### config.mk
export PLATFORM = sky130hd
export DESIGN_NAME = bus_seq
export DESIGN_NICKNAME = d
export VERILOG_FILES = /design/src/rtl/bus_seq_pkg.sv /design/src/rtl/cyc_if.sv /design/src/rtl/bus_seq.sv /design/src/rtl/read_store.sv
export SDC_FILE = /design/constraint.sdc
export NUM_CORES = 1
export LEC_CHECK = 0
export ABC_CLOCK_PERIOD_IN_PS = 3900
export BUFFER_PORTS_ARGS = -buffer_cell sky130_fd_sc_hd__buf_2
export CORE_ASPECT_RATIO = 0.9
export CORE_UTILIZATION = 50
export CTS_CLUSTER_DIAMETER = 60
export CTS_CLUSTER_SIZE = 8
export DETAILED_ROUTE_END_ITERATION = 10
export GPL_TIMING_DRIVEN = 0
export PLACE_DENSITY = 0.83
export SLEW_MARGIN = 20
export SYNTH_ARGS = -nofsm -noshare
export SYNTH_HDL_FRONTEND = slang
export SYNTH_SLANG_ARGS = --single-unit
### constraint.sdc
create_clock -name clk -period 3.9 [get_ports clk]
set_input_delay 0.39 -clock clk [delete_from_list [all_inputs] [get_ports clk]]
set_output_delay 0.39 -clock clk [all_outputs]
set_load 0.01 [all_outputs]
### src/rtl/bus_seq_pkg.sv
// Constants for the indivisible and breakpoint bus cycle sequencer.
// Assumes a single 50 MHz system clock; bus states are half-clock phases.
package bus_seq_pkg;
  localparam logic [2:0]  FC_PRIVATE      = 3'h7;
  localparam logic [3:0]  SPACE_BREAKPOINT_PIN      = 4'h0;
  localparam int          SPACE_LSB       = 16;
  localparam int          BREAKPOINT_PIN_NUM_LSB    = 2;
  localparam int          BREAKPOINT_PIN_KIND_BIT   = 1;
  localparam logic [2:0]  BREAKPOINT_PIN_HW_NUM     = 3'h7;
  localparam logic [1:0]  SIZE_WORD       = 2'h2;
  localparam logic [1:0]  SIZE_BYTE       = 2'h1;
  localparam logic [31:0] ADDR_RESET      = 32'h00000000;
  localparam logic [15:0] DATA_RESET      = 16'h0000;
  localparam logic [3:0]  IDLE_PHASES     = 4'h2;
  localparam logic [1:0]  ACK_PORT8       = 2'h2;
  localparam logic [1:0]  OP_RMW          = 2'h0;
  localparam logic [1:0]  OP_SW_BREAKPOINT_PIN      = 2'h1;
  localparam logic [1:0]  OP_HW_BREAKPOINT_PIN      = 2'h2;
  localparam logic [1:0]  RES_OK          = 2'h0;
  localparam logic [1:0]  RES_ILLEGAL     = 2'h1;
  localparam logic [1:0]  RES_BREAKPOINT_PIN_EXC    = 2'h2;
  localparam logic [1:0]  RES_BUS_ERR     = 2'h3;
endpackage : bus_seq_pkg

### src/rtl/cyc_if.sv
// Carrier between the sequencer and its read data holding store.
// Assumes both ends run on the same clock.
`timescale 1ns/1ps
interface cyc_if;
  logic        wr_en;
  logic [1:0]  wr_idx;
  logic [15:0] wr_data;
  logic [1:0]  rd_idx;
  logic [15:0] rd_data;
  modport seq (output wr_en, output wr_idx, output wr_data,
               output rd_idx, input rd_data);
  modport mem (input wr_en, input wr_idx, input wr_data,
               input rd_idx, output rd_data);
endinterface : cyc_if

### src/rtl/bus_seq.sv
// Bus master sequencer for indivisible read-modify-write and breakpoint
// acknowledge cycles. Assumes synchronous inputs and one system clock.
// Contract
// [RULE1] Locked flag spans first read to last write
// [RULE2] No bus grant during locked sequence
// [RULE3] S0 read: flag, address, codes, read direction
// [RULE4] S1: address and data strobes asserted
// [RULE5] Slave drives byte lanes, may acknowledge
// [RULE6] Ack by S2 end: latch, end cycle
// [RULE7] No ack by S3: wait, resample each fall
// [RULE8] Waiting slave keeps acks negated near S2
// [RULE9] Strobes negate in S5; repeat per read
// [RULE10] Hold address, direction, codes after reads
// [RULE11] Slave holds data until strobes negate
// [RULE12] Idle: no strobes; skip write if unneeded
// [RULE13] Direction stays read; data from write S2
// [RULE14] Write S0 drives direction low, new address
// [RULE15] Write S1 strobes; S2 drives data
// [RULE16] Write S3 data strobe; ends clock later
// [RULE17] Write S5 negates strobes, holds, repeats; code runs one write only, then ST_END
// [RULE18] Private space: code seven, type on A19-16
// [RULE19] Software breakpoint: number on A4-2, A1 clear
// [RULE20] Software result: error illegal, else execute
// [RULE21] Hardware breakpoint: ones, A1 set, outcomes
// [RULE22] Breakpoint pin held until acknowledge seen
// [RULE23] Half-clock phases; reset returns to idle
`timescale 1ns/1ps
module bus_seq #(
  parameter int READ_MAX = 2
) (
  input  wire logic        clk,
  input  wire logic        rst_n,
  input  wire logic        start,
  input  wire logic [1:0]  op,
  input  wire logic [31:0] op_addr,
  input  wire logic [1:0]  op_reads,
  input  wire logic        op_write,
  input  wire logic [31:0] wr_addr,
  input  wire logic [15:0] wr_data,
  input  wire logic [1:0]  wr_size,
  input  wire logic [2:0]  breakpoint_pin_num,
  input  wire logic [2:0]  op_fc,
  input  wire logic [1:0]  op_size,
  input  wire logic        bus_request_in,
  input  wire logic [1:0]  transfer_ack_n,
  input  wire logic        bus_error_in_n,
  input  wire logic        breakpoint_pin_n,
  input  wire logic [15:0] data_in,
  output logic             busy,
  output logic             done,
  output logic [1:0]       result,
  output logic [15:0]      result_data,
  output logic             modify_phase,
  output logic             breakpoint_pin_seen,
  output logic             bus_grant_out,
  output logic             indivisible_cycle_flag_n,
  output logic             addr_strobe_n,
  output logic             data_strobe_n,
  output logic             upper_write_strobe_n,
  output logic             lower_write_strobe_n,
  output logic             read_write_dir,
  output logic [31:0]      address,
  output logic [2:0]       function_code,
  output logic             transfer_size_hi,
  output logic             transfer_size_lo,
  output logic [15:0]      data_out,
  output logic             data_oe
);
  typedef enum logic [3:0] {
    ST_IDLE = 4'b0000, ST_S0 = 4'b0001, ST_S1 = 4'b0010, ST_S2 = 4'b0011,
    ST_SW   = 4'b0100, ST_S4 = 4'b0101, ST_S5 = 4'b0110,
    ST_GAP  = 4'b0111, ST_END = 4'b1000
  } state_t;

  state_t      st_r;
  logic        wphase_r;
  logic        locked_r;
  logic [1:0]  op_r;
  logic [1:0]  reads_left_r;
  logic [1:0]  rd_cnt_r;
  logic        write_r;
  logic [31:0] waddr_r;
  logic [15:0] wdata_r;
  logic [1:0]  wsize_r;
  logic [3:0]  idle_cnt_r;
  logic        err_r;
  logic        breakpoint_pin_pend_r;
  logic        ack_now;

  cyc_if store_bus ();
  read_store #(.DEPTH(4)) u_store (.clk(clk), .rst_n(rst_n),
                                   .port(store_bus));

  assign ack_now = (transfer_ack_n != 2'h3) || !bus_error_in_n;

  function automatic logic [31:0] breakpoint_pin_addr(input logic [2:0] num,
                                            input logic       hw);
    logic [31:0] a;
    a = 32'h00000000;
    a[bus_seq_pkg::SPACE_LSB+3 -: 4] = bus_seq_pkg::SPACE_BREAKPOINT_PIN;  // RULE18
    a[bus_seq_pkg::BREAKPOINT_PIN_NUM_LSB +: 3] = num;
    a[bus_seq_pkg::BREAKPOINT_PIN_KIND_BIT] = hw;
    return a;
  endfunction : breakpoint_pin_addr

  // Sequencer; each state is one half-clock bus phase
  always_ff @(posedge clk) begin
    if (!rst_n) begin
      st_r         <= ST_IDLE; // RULE23
      wphase_r     <= 1'b0;
      idle_cnt_r   <= 4'h0;
      reads_left_r <= 2'h0;
      rd_cnt_r     <= 2'h0;
    end else begin
      case (st_r)
        ST_IDLE: begin
          if (start) begin
            st_r         <= ST_S0;
            wphase_r     <= 1'b0;
            rd_cnt_r     <= 2'h0;
            reads_left_r <= (op == bus_seq_pkg::OP_RMW) ? op_reads :
                            2'h1;
          end
        end
        ST_S0: st_r <= ST_S1;
        ST_S1: st_r <= ST_S2;
        ST_S2: st_r <= ack_now ? ST_S4 : ST_SW; // RULE6 RULE7
        ST_SW: if (ack_now) st_r <= ST_S4; // RULE7
        ST_S4: st_r <= ST_S5;
        ST_S5: begin
          if (!wphase_r) begin
            rd_cnt_r <= rd_cnt_r + 2'h1;
            if (err_r || reads_left_r <= 2'h1) begin
              st_r       <= (write_r && !err_r) ? ST_GAP : ST_END;
              idle_cnt_r <= bus_seq_pkg::IDLE_PHASES;
            end else begin
              reads_left_r <= reads_left_r - 2'h1;
              st_r         <= ST_S0; // RULE9
            end
          end else begin
            st_r <= ST_END; // RULE17
          end
        end
        ST_GAP: begin
          if (idle_cnt_r == 4'h0) begin
            st_r     <= ST_S0;
            wphase_r <= 1'b1; // RULE12
          end else begin
            idle_cnt_r <= idle_cnt_r - 4'h1;
          end
        end
        ST_END:  st_r <= ST_IDLE;
        default: st_r <= ST_IDLE;
      endcase
    end
  end

  // Operation parameters captured at start
  always_ff @(posedge clk) begin
    if (!rst_n) begin
      op_r    <= bus_seq_pkg::OP_RMW;
      write_r <= 1'b0;
      waddr_r <= bus_seq_pkg::ADDR_RESET;
      wdata_r <= bus_seq_pkg::DATA_RESET;
      wsize_r <= bus_seq_pkg::SIZE_WORD;
    end else if (st_r == ST_IDLE && start) begin
      op_r    <= op;
      write_r <= (op == bus_seq_pkg::OP_RMW) && op_write; // RULE12
      waddr_r <= wr_addr;
      wdata_r <= wr_data;
      wsize_r <= wr_size;
    end
  end

  // Address, direction, code and size; held between phases
  always_ff @(posedge clk) begin
    if (!rst_n) begin
      address          <= bus_seq_pkg::ADDR_RESET;
      read_write_dir   <= 1'b1;
      function_code    <= 3'h0;
      transfer_size_hi <= 1'b0;
      transfer_size_lo <= 1'b0;
    end else if (st_r == ST_IDLE && start) begin
      read_write_dir <= 1'b1; // RULE3
      if (op == bus_seq_pkg::OP_RMW) begin
        address       <= op_addr;
        function_code <= op_fc;
        {transfer_size_hi, transfer_size_lo} <= op_size;
      end else begin
        function_code <= bus_seq_pkg::FC_PRIVATE; // RULE18
        {transfer_size_hi, transfer_size_lo} <= bus_seq_pkg::SIZE_WORD;
        if (op == bus_seq_pkg::OP_HW_BREAKPOINT_PIN) begin
          address <= breakpoint_pin_addr(bus_seq_pkg::BREAKPOINT_PIN_HW_NUM, 1'b1); // RULE21
        end else begin
          address <= breakpoint_pin_addr(breakpoint_pin_num, 1'b0); // RULE19
        end
      end
    end else if (st_r == ST_GAP && idle_cnt_r == 4'h0) begin
      read_write_dir <= 1'b0; // RULE13 RULE14
      address        <= waddr_r; // RULE14
      {transfer_size_hi, transfer_size_lo} <= wsize_r;
    end
  end
  // RULE10: no branch above touches these in ST_GAP until its last phase, which loads them for write S0

  // Strobes: set at S1 entry (write data strobe after S2), cleared on entry to S5
  always_ff @(posedge clk) begin
    if (!rst_n) begin
      addr_strobe_n        <= 1'b1;
      data_strobe_n        <= 1'b1;
      upper_write_strobe_n <= 1'b1;
      lower_write_strobe_n <= 1'b1;
    end else if (st_r == ST_S0) begin
      addr_strobe_n <= 1'b0; // RULE4 RULE15
      data_strobe_n <= wphase_r; // RULE4
      if (wphase_r) begin
        upper_write_strobe_n <= !(wsize_r == bus_seq_pkg::SIZE_WORD ||
                                  !waddr_r[0]); // RULE15
        lower_write_strobe_n <= !(wsize_r == bus_seq_pkg::SIZE_WORD ||
                                  waddr_r[0]);
      end
    end else if (st_r == ST_S2 && wphase_r) begin
      data_strobe_n <= 1'b0; // RULE16
    end else if (st_r == ST_S4) begin
      addr_strobe_n        <= 1'b1; // RULE9 RULE17
      data_strobe_n        <= 1'b1;
      upper_write_strobe_n <= 1'b1;
      lower_write_strobe_n <= 1'b1;
    end
  end

  // Write data driven only from write S2 through ST_END
  always_ff @(posedge clk) begin
    if (!rst_n) begin
      data_out <= bus_seq_pkg::DATA_RESET;
      data_oe  <= 1'b0;
    end else if (st_r == ST_S1 && wphase_r) begin
      data_out <= wdata_r; // RULE15
      data_oe  <= 1'b1; // RULE13
    end else if (st_r == ST_END || st_r == ST_IDLE) begin
      data_oe <= 1'b0;
    end
  end

  // Locked flag and bus grant suppression
  always_ff @(posedge clk) begin
    if (!rst_n) begin
      locked_r <= 1'b0;
    end else if (st_r == ST_IDLE && start && op == bus_seq_pkg::OP_RMW) begin
      locked_r <= 1'b1; // RULE1
    end else if (st_r == ST_END) begin
      locked_r <= 1'b0;
    end
  end
  assign indivisible_cycle_flag_n = !locked_r; // RULE1 RULE3
  assign bus_grant_out = bus_request_in && !locked_r &&
                         st_r == ST_IDLE; // RULE2

  // Termination capture in S2 or ST_SW; data latch at S4
  always_ff @(posedge clk) begin
    if (!rst_n) begin
      err_r <= 1'b0;
    end else if (st_r == ST_S0) begin
      err_r <= 1'b0;
    end else if ((st_r == ST_S2 || st_r == ST_SW) && ack_now) begin
      err_r <= !bus_error_in_n; // RULE20 RULE21
    end
  end

  assign store_bus.wr_en   = st_r == ST_S4 && !wphase_r && !err_r; // RULE6
  assign store_bus.wr_idx  = rd_cnt_r;
  assign store_bus.wr_data = data_in; // RULE6
  assign store_bus.rd_idx  = 2'h0;

  // Completion and outcome
  always_ff @(posedge clk) begin
    if (!rst_n) begin
      done        <= 1'b0;
      result      <= bus_seq_pkg::RES_OK;
      result_data <= bus_seq_pkg::DATA_RESET;
    end else begin
      done <= st_r == ST_END;
      if (st_r == ST_END) begin
        result_data <= store_bus.rd_data; // RULE20
        if (!err_r) begin
          result <= bus_seq_pkg::RES_OK; // RULE21
        end else begin
          case (op_r)
            bus_seq_pkg::OP_SW_BREAKPOINT_PIN: result <= bus_seq_pkg::RES_ILLEGAL;
            bus_seq_pkg::OP_HW_BREAKPOINT_PIN: result <= bus_seq_pkg::RES_BREAKPOINT_PIN_EXC;
            default:                 result <= bus_seq_pkg::RES_BUS_ERR;
          endcase
        end
      end
    end
  end

  // Pin sampled with data; pending until acknowledge cycle runs
  always_ff @(posedge clk) begin
    if (!rst_n) begin
      breakpoint_pin_pend_r <= 1'b0;
    end else if (st_r == ST_S4 && !breakpoint_pin_n) begin
      breakpoint_pin_pend_r <= 1'b1; // RULE22
    end else if (st_r == ST_S0 && op_r == bus_seq_pkg::OP_HW_BREAKPOINT_PIN) begin
      breakpoint_pin_pend_r <= 1'b0;
    end
  end
  assign breakpoint_pin_seen    = breakpoint_pin_pend_r;
  assign busy         = st_r != ST_IDLE;
  assign modify_phase = st_r == ST_GAP;

  property p_no_grant;
    @(posedge clk) disable iff (!rst_n)
      !indivisible_cycle_flag_n |-> !bus_grant_out;
  endproperty
  a_no_grant: assert property (p_no_grant) // RULE2
    else $error("grant while locked");

  property p_s1_strobes;
    @(posedge clk) disable iff (!rst_n)
      st_r == ST_S0 && !wphase_r |=> !addr_strobe_n && !data_strobe_n;
  endproperty
  a_s1_strobes: assert property (p_s1_strobes) // RULE4
    else $error("read strobes late");

  property p_s5_neg;
    @(posedge clk) disable iff (!rst_n)
      st_r == ST_S5 |-> addr_strobe_n && data_strobe_n;
  endproperty
  a_s5_neg: assert property (p_s5_neg) else $error("strobes in S5"); // RULE9

  property p_wait;
    @(posedge clk) disable iff (!rst_n)
      st_r == ST_S2 && !ack_now |=> st_r == ST_SW;
  endproperty
  a_wait: assert property (p_wait) else $error("no wait state"); // RULE7

  property p_gap_quiet;
    @(posedge clk) disable iff (!rst_n)
      st_r == ST_GAP |-> addr_strobe_n && read_write_dir && !data_oe;
  endproperty
  a_gap_quiet: assert property (p_gap_quiet) // RULE12
    else $error("idle not quiet");

  property p_wr_data;
    @(posedge clk) disable iff (!rst_n)
      wphase_r && st_r == ST_S1 |=> data_oe && !read_write_dir;
  endproperty
  a_wr_data: assert property (p_wr_data) // RULE15
    else $error("write data late");

  property p_wr_ds;
    @(posedge clk) disable iff (!rst_n)
      wphase_r && st_r == ST_S2 |=> !data_strobe_n;
  endproperty
  a_wr_ds: assert property (p_wr_ds) else $error("write DS missing"); // RULE16

  property p_fc7;
    @(posedge clk) disable iff (!rst_n)
      st_r == ST_S0 && op_r != bus_seq_pkg::OP_RMW |-> function_code == 3'h7;
  endproperty
  a_fc7: assert property (p_fc7) else $error("private code wrong"); // RULE18
endmodule : bus_seq

### src/rtl/read_store.sv
// Small store of words latched during the read phase.
// Assumes synchronous active-low reset; read data registered.
`timescale 1ns/1ps
module read_store #(
  parameter int DEPTH = 4
) (
  input  wire logic clk,
  input  wire logic rst_n,
  cyc_if.mem        port
);
  logic [15:0] mem_r [DEPTH];

  always_ff @(posedge clk) begin
    if (port.wr_en) begin
      mem_r[port.wr_idx] <= port.wr_data;
    end
  end

  always_ff @(posedge clk) begin
    if (!rst_n) begin
      port.rd_data <= bus_seq_pkg::DATA_RESET;
    end else begin
      port.rd_data <= mem_r[port.rd_idx];
    end
  end
endmodule : read_store

==> results.json, run 1 <==
{
  "post_cts_buffers": 0,
  "yosys.cell_types.count": 54,
  "die_width_um": 127,
  "cts.sinks": 179,
  "synth_cells": 793,
  "arrival_ps": 2290,
  "drt-initial-drc-count": 428,
  "fp.dieH_um": 114,
  "post-place-ws_ps": 1840,
  "power.leakage_nw": 3.94,
  "status": "finished clean",
  "min_period_over_period": 0.553,
  "irDropWorstVdd_v": 0.000355,
  "cts_root_buf": "clkbuf_16",
  "cts_buffer_depth": 2,
  "initial_core_util": 0.520,
  "dp.cells": 1162,
  "syn-num-nets": 915,
  "cts_made_buffers": 17,
  "final_area_um2": 8860,
  "slew-limit-headroom": 0.491,
  "grt_start_max_net_pins": 18,
  "synth.avg_cell_area_um2": 8.87,
  "fin_crit_ps": 2150,
  "dieArea_um2": 14500,
  "ys_async_sr_fraction": 0,
  "grt_pass1_vias": 5936,
  "portBuffers": 200,
  "holdWs_ps": 130,
  "antenna_found_initial": 0,
  "slew_violations": 0,
  "finalHoldViolations": 0,
  "final_cell_count_no_fill": 1195,
  "rows": 40,
  "gp_congestion": 0.885,
  "rsz0062_at_grt": "no",
  "placed_cell_area_um2": 8270,
  "setup.worst_path.class": "flop to flop",
  "crit_fanout": 10,
  "clkLatencyLatePin_ps": 430,
  "total_power_mw": 4.27,
  "worstMarginPinSlew_ps": 762,
  "nets": 1135,
  "min_path_type": "input pin to flop",
  "grt_usage": 0.267,
  "routed_via_density": 5.21,
  "cts_resized": 0,
  "fin_skew_ps": 9.86,
  "yosys.area.top_type": "dfxtp_1",
  "crit_path_end_kind": "flop",
  "core_um2": 13500,
  "vias": 6227,
  "area_growth_pct": 26.0,
  "holdBufCountCts": 0,
  "worstSetupStartpointType": "flop",
  "grt_overflow_total": 0,
  "routedWlPerCell_um": 15.8,
  "ys_ff_latch": 179,
  "grt_first_pass_wirelength_mm": 29.7,
  "synth_edf_count": 16,
  "worstPathRequired_ps": 4040,
  "synth.yosys.seq_area_share": 0.532,
  "ant_nets": 0,
  "final_util": 0.655,
  "p_per_area_nw_per_um2": 482,
  "ys_dominant_reg_cell": "dfxtp_1",
  "htreeDepth": 4,
  "synth_warnings": 0,
  "tns_ps": 0,
  "final-setup-viol-count": 0,
  "ios": 202,
  "cap_violations": 0,
  "drc": 0,
  "dp_hpwl_mm": 13.6,
  "synth_area_leaders": "dfxtp_1, nand2_1, a21oi_1",
  "max_freq_ghz": 0.464,
  "cts_tree": "yes",
  "dr.pass1.iters": 5,
  "drive_gt1_frac": 0.263,
  "synthesis.area_um2": 7030,
  "synth_top_cell_area_share": 0.464,
  "clk_pin_slew_ps": 70,
  "fin_ws_ps": 1750,
  "wirelength_mm": 18.9
}
==> worst paths after layout <==
path                      startpoint                   to  slack (ps)  cells past startpoint
max                          st_r[1]  u_store.mem_r[0][2]        1750                      4
min                       data_in[0]  u_store.mem_r[0][0]         130                      1
max reg2reg                  st_r[1]  u_store.mem_r[0][2]        1750                      4
min reg2reg  u_store.port.rd_data[5]       result_data[5]         440                      2
==> layout make-up <==
type	instances	area (um2)
diodes	1	2.50
plain buffers	58	289
clock buffers	18	439
clock inverters	14	146
fillers	1183	4660
inverters	10	40.0
multi-input cells	546	2970
flip-flops and latches	179	3740
well taps	168	210
repair buffers	201	1010
==> power breakdown <==
| part | internal, mW | switching (mW) | total (mW) |
|---|---|---|---|
| registers | 1.97 | 0.0629 | 2.03 |
| clock network | 0.918 | 0.764 | 1.68 |
| logic | 0.224 | 0.337 | 0.562 |
| total | 3.11 | 1.16 | 4.27 |
==> layout by cell type (no fill, tap or decap), types with 2 or more instances in the layout <==
cell         n
buf_4        6
nor4_4       2
clkbuf_16   17
and2_1      46
edfxtp_1    16
inv_6        4
nor3_1       4
or2_2        2
mux2i_1     34
o22ai_1      3
nand2b_1     6
and3_1       5
nor2_1      21
nor2b_1      4
a21boi_0    21
inv_8        2
o21a_1       2
o31ai_1      2
inv_1        8
clkbuf_1    33
ha_1         3
o21ai_0     49
nand2_1    190
a21oi_1    112
a31oi_1      2
buf_2      214
a211oi_1     3
clkinv_4     3
or3_1        4
buf_6        5
nand3_1      8
dfxtp_1    163
==> cells in the mapped netlist (5+ instances only) <==
cell type,instances
inv_1,8
and3_1,5
edfxtp_1,16
and2_1,46
dfxtp_1,163
a21boi_0,21
a21oi_1,112
o21ai_0,49
nand3_1,8
nand2b_1,6
buf_4,6
mux2i_1,34
clkbuf_1,33
nand2_1,190
buf_2,14
nor2_1,21
==> layer usage <==
layer,global-route usage,up-vias,share of wire
li1,-,3128,-
met3,0.0743,31,0.072
met5,0,-,0
met4,0.0913,0,0.018
met1,0.326,2844,0.43
met2,0.453,224,0.48
==> cells by family (layout without fill, tap and decap cells) <==
family,Yosys count,count (layout),share of synthesized area
AO/OA/AOI/OAI,204,204,0.162
XOR/XNOR,1,1,0.00125
flip-flops,179,179,0.532
adder cells (fa/ha/maj),3,3,0.00534
AND/OR/NAND/NOR,304,304,0.204
other,0,1,0
buffers and inverters,68,301,0.0468
multiplexers,34,34,0.0484
==> state kept, by name (all words and copies together), names as in the netlist, 3 cells and up <==
name and flops:
address 32, waddr_r 32, data_out 16, result_data 16, u_store.mem_r 16, u_store.port.rd_data 16
wdata_r 16, idle_cnt_r 4, st_r 4, function_code 3
==> critical path, stage by stage (launching register included) <==
cell and delay, ps:
dfxtp_1 410, buf_4 220, nor2b_1 210, nor4bb_4 760, buf_6 250
(Power assumes the default switching activity.)
==> run 2: changes to the inputs <==
--- a/config.mk
+++ b/config.mk
@@ -5,7 +5,8 @@
 export SDC_FILE = /design/constraint.sdc
 export NUM_CORES = 1
 export LEC_CHECK = 0
-export ABC_CLOCK_PERIOD_IN_PS = 3900
+export ABC_AREA = 1
+export ABC_CLOCK_PERIOD_IN_PS = 2100
 export BUFFER_PORTS_ARGS = -buffer_cell sky130_fd_sc_hd__buf_2
 export CORE_ASPECT_RATIO = 0.9
 export CORE_UTILIZATION = 50
==> constraint.sdc (replaced) <==
create_clock -name clk -period 2.1 [get_ports clk]
set_input_delay 0.21 -clock clk [delete_from_list [all_inputs] [get_ports clk]]
set_output_delay 0.21 -clock clk [all_outputs]
set_load 0.01 [all_outputs]
==> run 2 against run 1 <==
Synthesized cell count increased by 7.3%; global-route usage is 0.83 points higher; first-iteration DRC count grew 7.0%; worst hold slack got worse by 120 ps; clock power rose by 87%; largest cell class unchanged; sequential power grew 100%.
==> results.json, run 2 <==
{
  "drc": 0,
  "fin_skew_ps": 8.72,
  "crit_path_end_kind": "flop",
  "r2r_setup_slack_ps": 380,
  "min_path_type": "input pin to flop",
  "core_um2": 13500,
  "worstPathRequired_ps": 2240,
  "cts.sinks": 179,
  "dieArea_um2": 14400,
  "fillCellCount": 1086,
  "finalHoldViolations": 0,
  "slew-limit-headroom": 0.517,
  "irDropWorstVdd_v": 0.000855,
  "rows": 40,
  "synth_area_leaders": "dfxtp_1, nand2_1, a21oi_1",
  "ios": 202,
  "power.leakage_nw": 4.32,
  "grt_usage": 0.275,
  "post-place-ws_ps": 33.7,
  "synth_top_cell_area_share": 0.467,
  "routedWlPerCell_um": 15.1,
  "setup.worst_path.class": "flop to flop",
  "final_cell_count_no_fill": 1272,
  "portBuffers": 200,
  "htreeDepth": 4,
  "cts_made_buffers": 17,
  "routed_via_density": 5.11,
  "drt-initial-drc-count": 458,
  "yosys.cell_types.count": 37,
  "rsz0062_at_grt": "no",
  "synth_warnings": 0,
  "synth.avg_cell_area_um2": 8.21,
  "min_period_over_period": 0.820,
  "max_freq_ghz": 0.581,
  "yosysMostFrequentCell": "dfxtp_1",
  "area_growth_pct": 29.0,
  "dp.cells": 1219,
  "status": "finished clean",
  "layout_common_cells": "buf_2, dfxtp_1, nand2_1",
  "cap_violations": 0,
  "ys_ff_latch": 179,
  "fin_crit_ps": 1720,
  "clk_pin_slew_ps": 70,
  "reg.largest.list": "address (32), waddr_r (32)",
  "grt_overflow_total": 0,
  "arrival_ps": 1870,
  "initial_core_util": 0.517,
  "gp_congestion": 0.867,
  "synthesis.area_um2": 6980,
  "dp_hpwl_mm": 13.5,
  "ant_nets": 0,
  "dr.pass1.iters": 5,
  "ys_async_sr_fraction": 0,
  "worstSetupStartpointType": "flop",
  "fin_ws_ps": 378,
  "grt_pass1_vias": 6238,
  "grt_first_pass_wirelength_mm": 30.5,
  "antenna_found_initial": 1,
  "grt_start_max_net_pins": 18,
  "vias": 6502,
  "drive_gt1_frac": 0.277,
  "yosys.area.top_type": "dfxtp_1",
  "final_area_um2": 9010,
  "synth.yosys.seq_area_share": 0.536,
  "cts_buffer_depth": 2,
  "cts_root_buf": "clkbuf_16",
  "synth_cells": 851,
  "final-setup-viol-count": 0,
  "p_per_area_nw_per_um2": 1090,
  "synthTopCellsByCount": "dfxtp_1, nand2_1, nor2_1",
  "cts_tree": "yes",
  "slew_violations": 0,
  "syn-num-nets": 973,
  "nets": 1212,
  "final_common_cell": "buf_2",
  "wirelength_mm": 19.2,
  "crit_fanout": 16,
  "fp.dieH_um": 114,
  "synth_edf_count": 16,
  "worstMarginPinSlew_ps": 724,
  "ys_dominant_reg_cell": "dfxtp_1",
  "die_width_um": 127,
  "placed_cell_area_um2": 8210,
  "clkLatencyLatePin_ps": 430
}
-- run 2: changes by cell type after synthesis, sizes merged, moves of 32 or more --
cell,previous run,this run
nor2,21,113
mux2i,34,0
and2,46,0
nand2,191,159
inv,10,88
o21ai,49,91
-- run 2: repair_timing --
| action | in CTS | in global routing |
|---|---|---|
| resized for setup | 0 | 0 |
| endpoints found under the hold margin | 19 | 0 |
| buffers inserted | 0 | 1 |
| endpoints found under the setup margin | 0 | 16 |
| hold buffers | 19 | 0 |
-- run 2: final cells by class --
cell class | instances | area (um2) | share of cell area
antenna | 1 | 2.50 | 0.000278
buffer | 46 | 299 | 0.0332
clock buffer | 19 | 454 | 0.0504
clock inverter | 13 | 135 | 0.0150
inverter | 89 | 343 | 0.0381
multi-input combinational | 537 | 2610 | 0.290
sequential | 179 | 3740 | 0.416
tap | 168 | 210 | 0.0233
timing repair buffer | 220 | 1210 | 0.134
-- run 2: critical path: stages (launching register included) --
cell	delay, ps
dfxtp_1	470
inv_1	90
nor3_1	240
inv_1	190
nor3b_4	260
buf_12	180
-- run 2: path summary, 6_finish.rpt --
path | start | to | cells past startpoint
worst min register to register | u_store.mem_r[0][15] | u_store.port.rd_data[15] | 2
worst max-delay path | st_r[0] | u_store.mem_r[0][6] | 5
worst max register to register | st_r[0] | u_store.mem_r[0][6] | 5
worst min-delay path | op_fc[1] | function_code[1] | 3
-- run 2: kinds of logic after synthesis --
| family | share of synthesized area |
|---|---|
| flip-flops | 0.536 |
| XOR/XNOR | 0.00125 |
| adder cells (fa/ha/maj) | 0.00537 |
| buffers and inverters | 0.0919 |
| AO/OA/AOI/OAI | 0.177 |
| AND/OR/NAND/NOR | 0.188 |
-- run 2: metrics by stage --
step,total power [mW],TNS [ps],hold slack (ps),util
2_1_floorplan,5.87,0,309,-
3_3_place_gp,6.63,-3800,387,0.607
3_5_place_dp,6.70,0,388,0.607
4_1_cts,9.86,0,1.14,0.665
5_1_grt,10.4,0,8.75,0.667
6_report,9.86,0,9.60,0.667
-- run 2: per-layer routing --
| metal | vias up | global-route usage | routed length (um) |
|---|---|---|---|
| li1 | 3239 | - | - |
| met1 | 2973 | 0.330 | 8040 |
| met2 | 256 | 0.474 | 9230 |
| met3 | 34 | 0.0692 | 1460 |
| met4 | 0 | 0.112 | 452 |
| met5 | - | 0 | 0 |
-- run 2: power by group --
| part | switching (mW) | total, mW | internal [mW] |
|---|---|---|---|
| registers | 0.245 | 4.16 | 3.92 |
| clock network | 1.40 | 3.15 | 1.75 |
| logic | 1.58 | 2.55 | 0.962 |
| total | 3.23 | 9.86 | 6.63 |
==> run 3: changes to the inputs <==
--- a/config.mk
+++ b/config.mk
@@ -6,7 +6,7 @@
 export NUM_CORES = 1
 export LEC_CHECK = 0
 export ABC_AREA = 1
-export ABC_CLOCK_PERIOD_IN_PS = 2100
+export ABC_CLOCK_PERIOD_IN_PS = 1650
 export BUFFER_PORTS_ARGS = -buffer_cell sky130_fd_sc_hd__buf_2
 export CORE_ASPECT_RATIO = 0.9
 export CORE_UTILIZATION = 50
==> constraint.sdc (replaced) <==
create_clock -name clk -period 1.65 [get_ports clk]
set_input_delay 0.165 -clock clk [delete_from_list [all_inputs] [get_ports clk]]
set_output_delay 0.165 -clock clk [all_outputs]
set_load 0.01 [all_outputs]
==> run 3 against run 2 <==
Cell count is 5.0% higher; global-route usage is 2.9 points higher; register-to-register slack worse by 350 ps; combinational power is 40% higher; largest power group unchanged; largest cell class unchanged.
==> results.json, run 3 (synthesis results as in run 2) <==
{
  "fillCellCount": 965,
  "dieArea_um2": 14400,
  "die_width_um": 127,
  "clk_pin_slew_ps": 70,
  "grt_start_max_net_pins": 17,
  "pwr-share-seq": 0.427,
  "fp.dieH_um": 114,
  "crit_slowest_cell": "dfxtp_2",
  "max_freq_ghz": 0.618,
  "combPwrFrac": 0.285,
  "drive_gt1_frac": 0.281,
  "finalHoldViolations": 0,
  "placed_cell_area_um2": 8220,
  "dp.cells": 1219,
  "rsz0062_at_grt": "yes",
  "layout_common_cells": "buf_2, dfxtp_1, nand2_1",
  "worstSetupStartpointType": "flop",
  "worstMarginPinSlew_ps": 799,
  "nets": 1277,
  "diodes": 0,
  "min_path_type": "input pin to flop",
  "fin_skew_ps": 9.82,
  "cts_root_buf": "clkbuf_16",
  "final_common_cell": "buf_2",
  "final_area_um2": 9640,
  "p_per_area_nw_per_um2": 1300,
  "grt_first_pass_wirelength_mm": 33.4,
  "final-setup-viol-count": 0,
  "power.leakage_nw": 4.58,
  "cell_internal_pwr_mw": 8.30,
  "rows": 40,
  "slew-limit-headroom": 0.467,
  "cts_buffer_depth": 2,
  "switching_share": 0.336,
  "antenna_found_initial": 0,
  "status": "finished clean",
  "post-place-ws_ps": -251,
  "clkLatencyLatePin_ps": 430,
  "dr.pass1.iters": 5,
  "wirelength_mm": 21.9,
  "slew_violations": 0,
  "htreeDepth": 4,
  "cts_tree": "yes",
  "drc": 0,
  "final_cell_count_no_fill": 1336,
  "grt_overflow_total": 0,
  "ios": 202,
  "power.switching_mw": 4.20,
  "dp_hpwl_mm": 13.5,
  "area_growth_pct": 38.1,
  "vias": 7068,
  "fin_ws_ps": 30.9,
  "core_um2": 13500,
  "setup.worst_path.class": "flop to flop",
  "crit_path_end_kind": "flop",
  "min_period_over_period": 0.981,
  "ant_nets": 0,
  "drt-initial-drc-count": 607,
  "cts_made_buffers": 17,
  "crit_chain": "nor2_4, nand2_4, nor2_8, nand2_4, clkinv_2, buf_6, a21oi_2, a21oi_2",
  "routedWlPerCell_um": 16.4,
  "grt_usage": 0.304,
  "irDropWorstVdd_v": 0.000920,
  "portBuffers": 200,
  "gp_congestion": 0.922,
  "cts.sinks": 179,
  "cap_violations": 0,
  "slowest_delay_ps": 370,
  "routed_via_density": 5.29,
  "worstPathRequired_ps": 2000,
  "grt_pass1_vias": 6749,
  "fin_crit_ps": 1620,
  "reg.largest.list": "address (32), waddr_r (32)",
  "p_clk_frac": 0.288,
  "initial_core_util": 0.517,
  "total_power_mw": 12.5,
  "tns_ps": 0,
  "arrival_ps": 1970,
  "crit_fanout": 10
}
[run 3: timing repair]
item / 4_1_cts / 5_1_grt
setup endpoints to repair: 18 / 75
hold buffers: 79 / 1
hold endpoints to repair: 79 / 1
buffers inserted: 1 / 4
resized for setup: 1 / 20
pin swaps: 2 / 4
cloned: 0 / 0
[run 3: worst max-delay path, delay by kind of cell, from the launching register on]
family | cells | cell delay, ps
simple gates | 4 | 640
compound gates | 2 | 270
buf+inv | 2 | 250
flops | 1 | 370
[run 3: path summary, 6_finish.rpt]
check | cells after the start | from | slack, ps | to
hold reg to reg | 2 | u_store.mem_r[0][8] | 430 | u_store.port.rd_data[8]
setup / recovery | 8 | st_r[1] | 30 | address[20]
hold / removal | 3 | op_addr[14] | 10 | address[14]
setup reg to reg | 8 | st_r[1] | 30 | address[20]
[run 3: per-layer routing]
layer  vias to the layer above  share of wire  GRT usage
li1                       3360              -          -
met1                      3246           0.41      0.363
met2                       367           0.47      0.500
met3                        95          0.070     0.0738
met4                         0          0.050      0.182
met5                         -              0          0
[run 3: stage by stage]
step / hold slack, ps / utilization
after global routing: 6.94 / 0.714
after CTS: 1.38 / 0.707
after floorplan: 264 / -
final: 11.2 / 0.714
after detailed placement: 343 / 0.608
after global placement: 342 / 0.608
[run 3: power by group through the flow]
| stage | sequential, mW | combinational [mW] | clock [mW] |
|---|---|---|---|
| CTS | 5.29 | 3.32 | 3.60 |
| global placement | 5.35 | 3.07 | 0 |
| detailed placement | 5.37 | 3.14 | 0 |
| finish | 5.33 | 3.56 | 3.60 |
| floorplan | 5.46 | 2.02 | 0 |
| global route | 5.38 | 3.90 | 3.81 |
[run 3: area by class of cell]
type	instances	area, um2	share of cell area
plain buffers	46	315	0.0327
clock buffers	18	429	0.0445
clock inverters	14	90.1	0.00934
inverters	89	345	0.0358
multi-input cells	537	2650	0.275
flip-flops and latches	179	3750	0.389
well taps	168	210	0.0218
repair buffers	285	1850	0.192
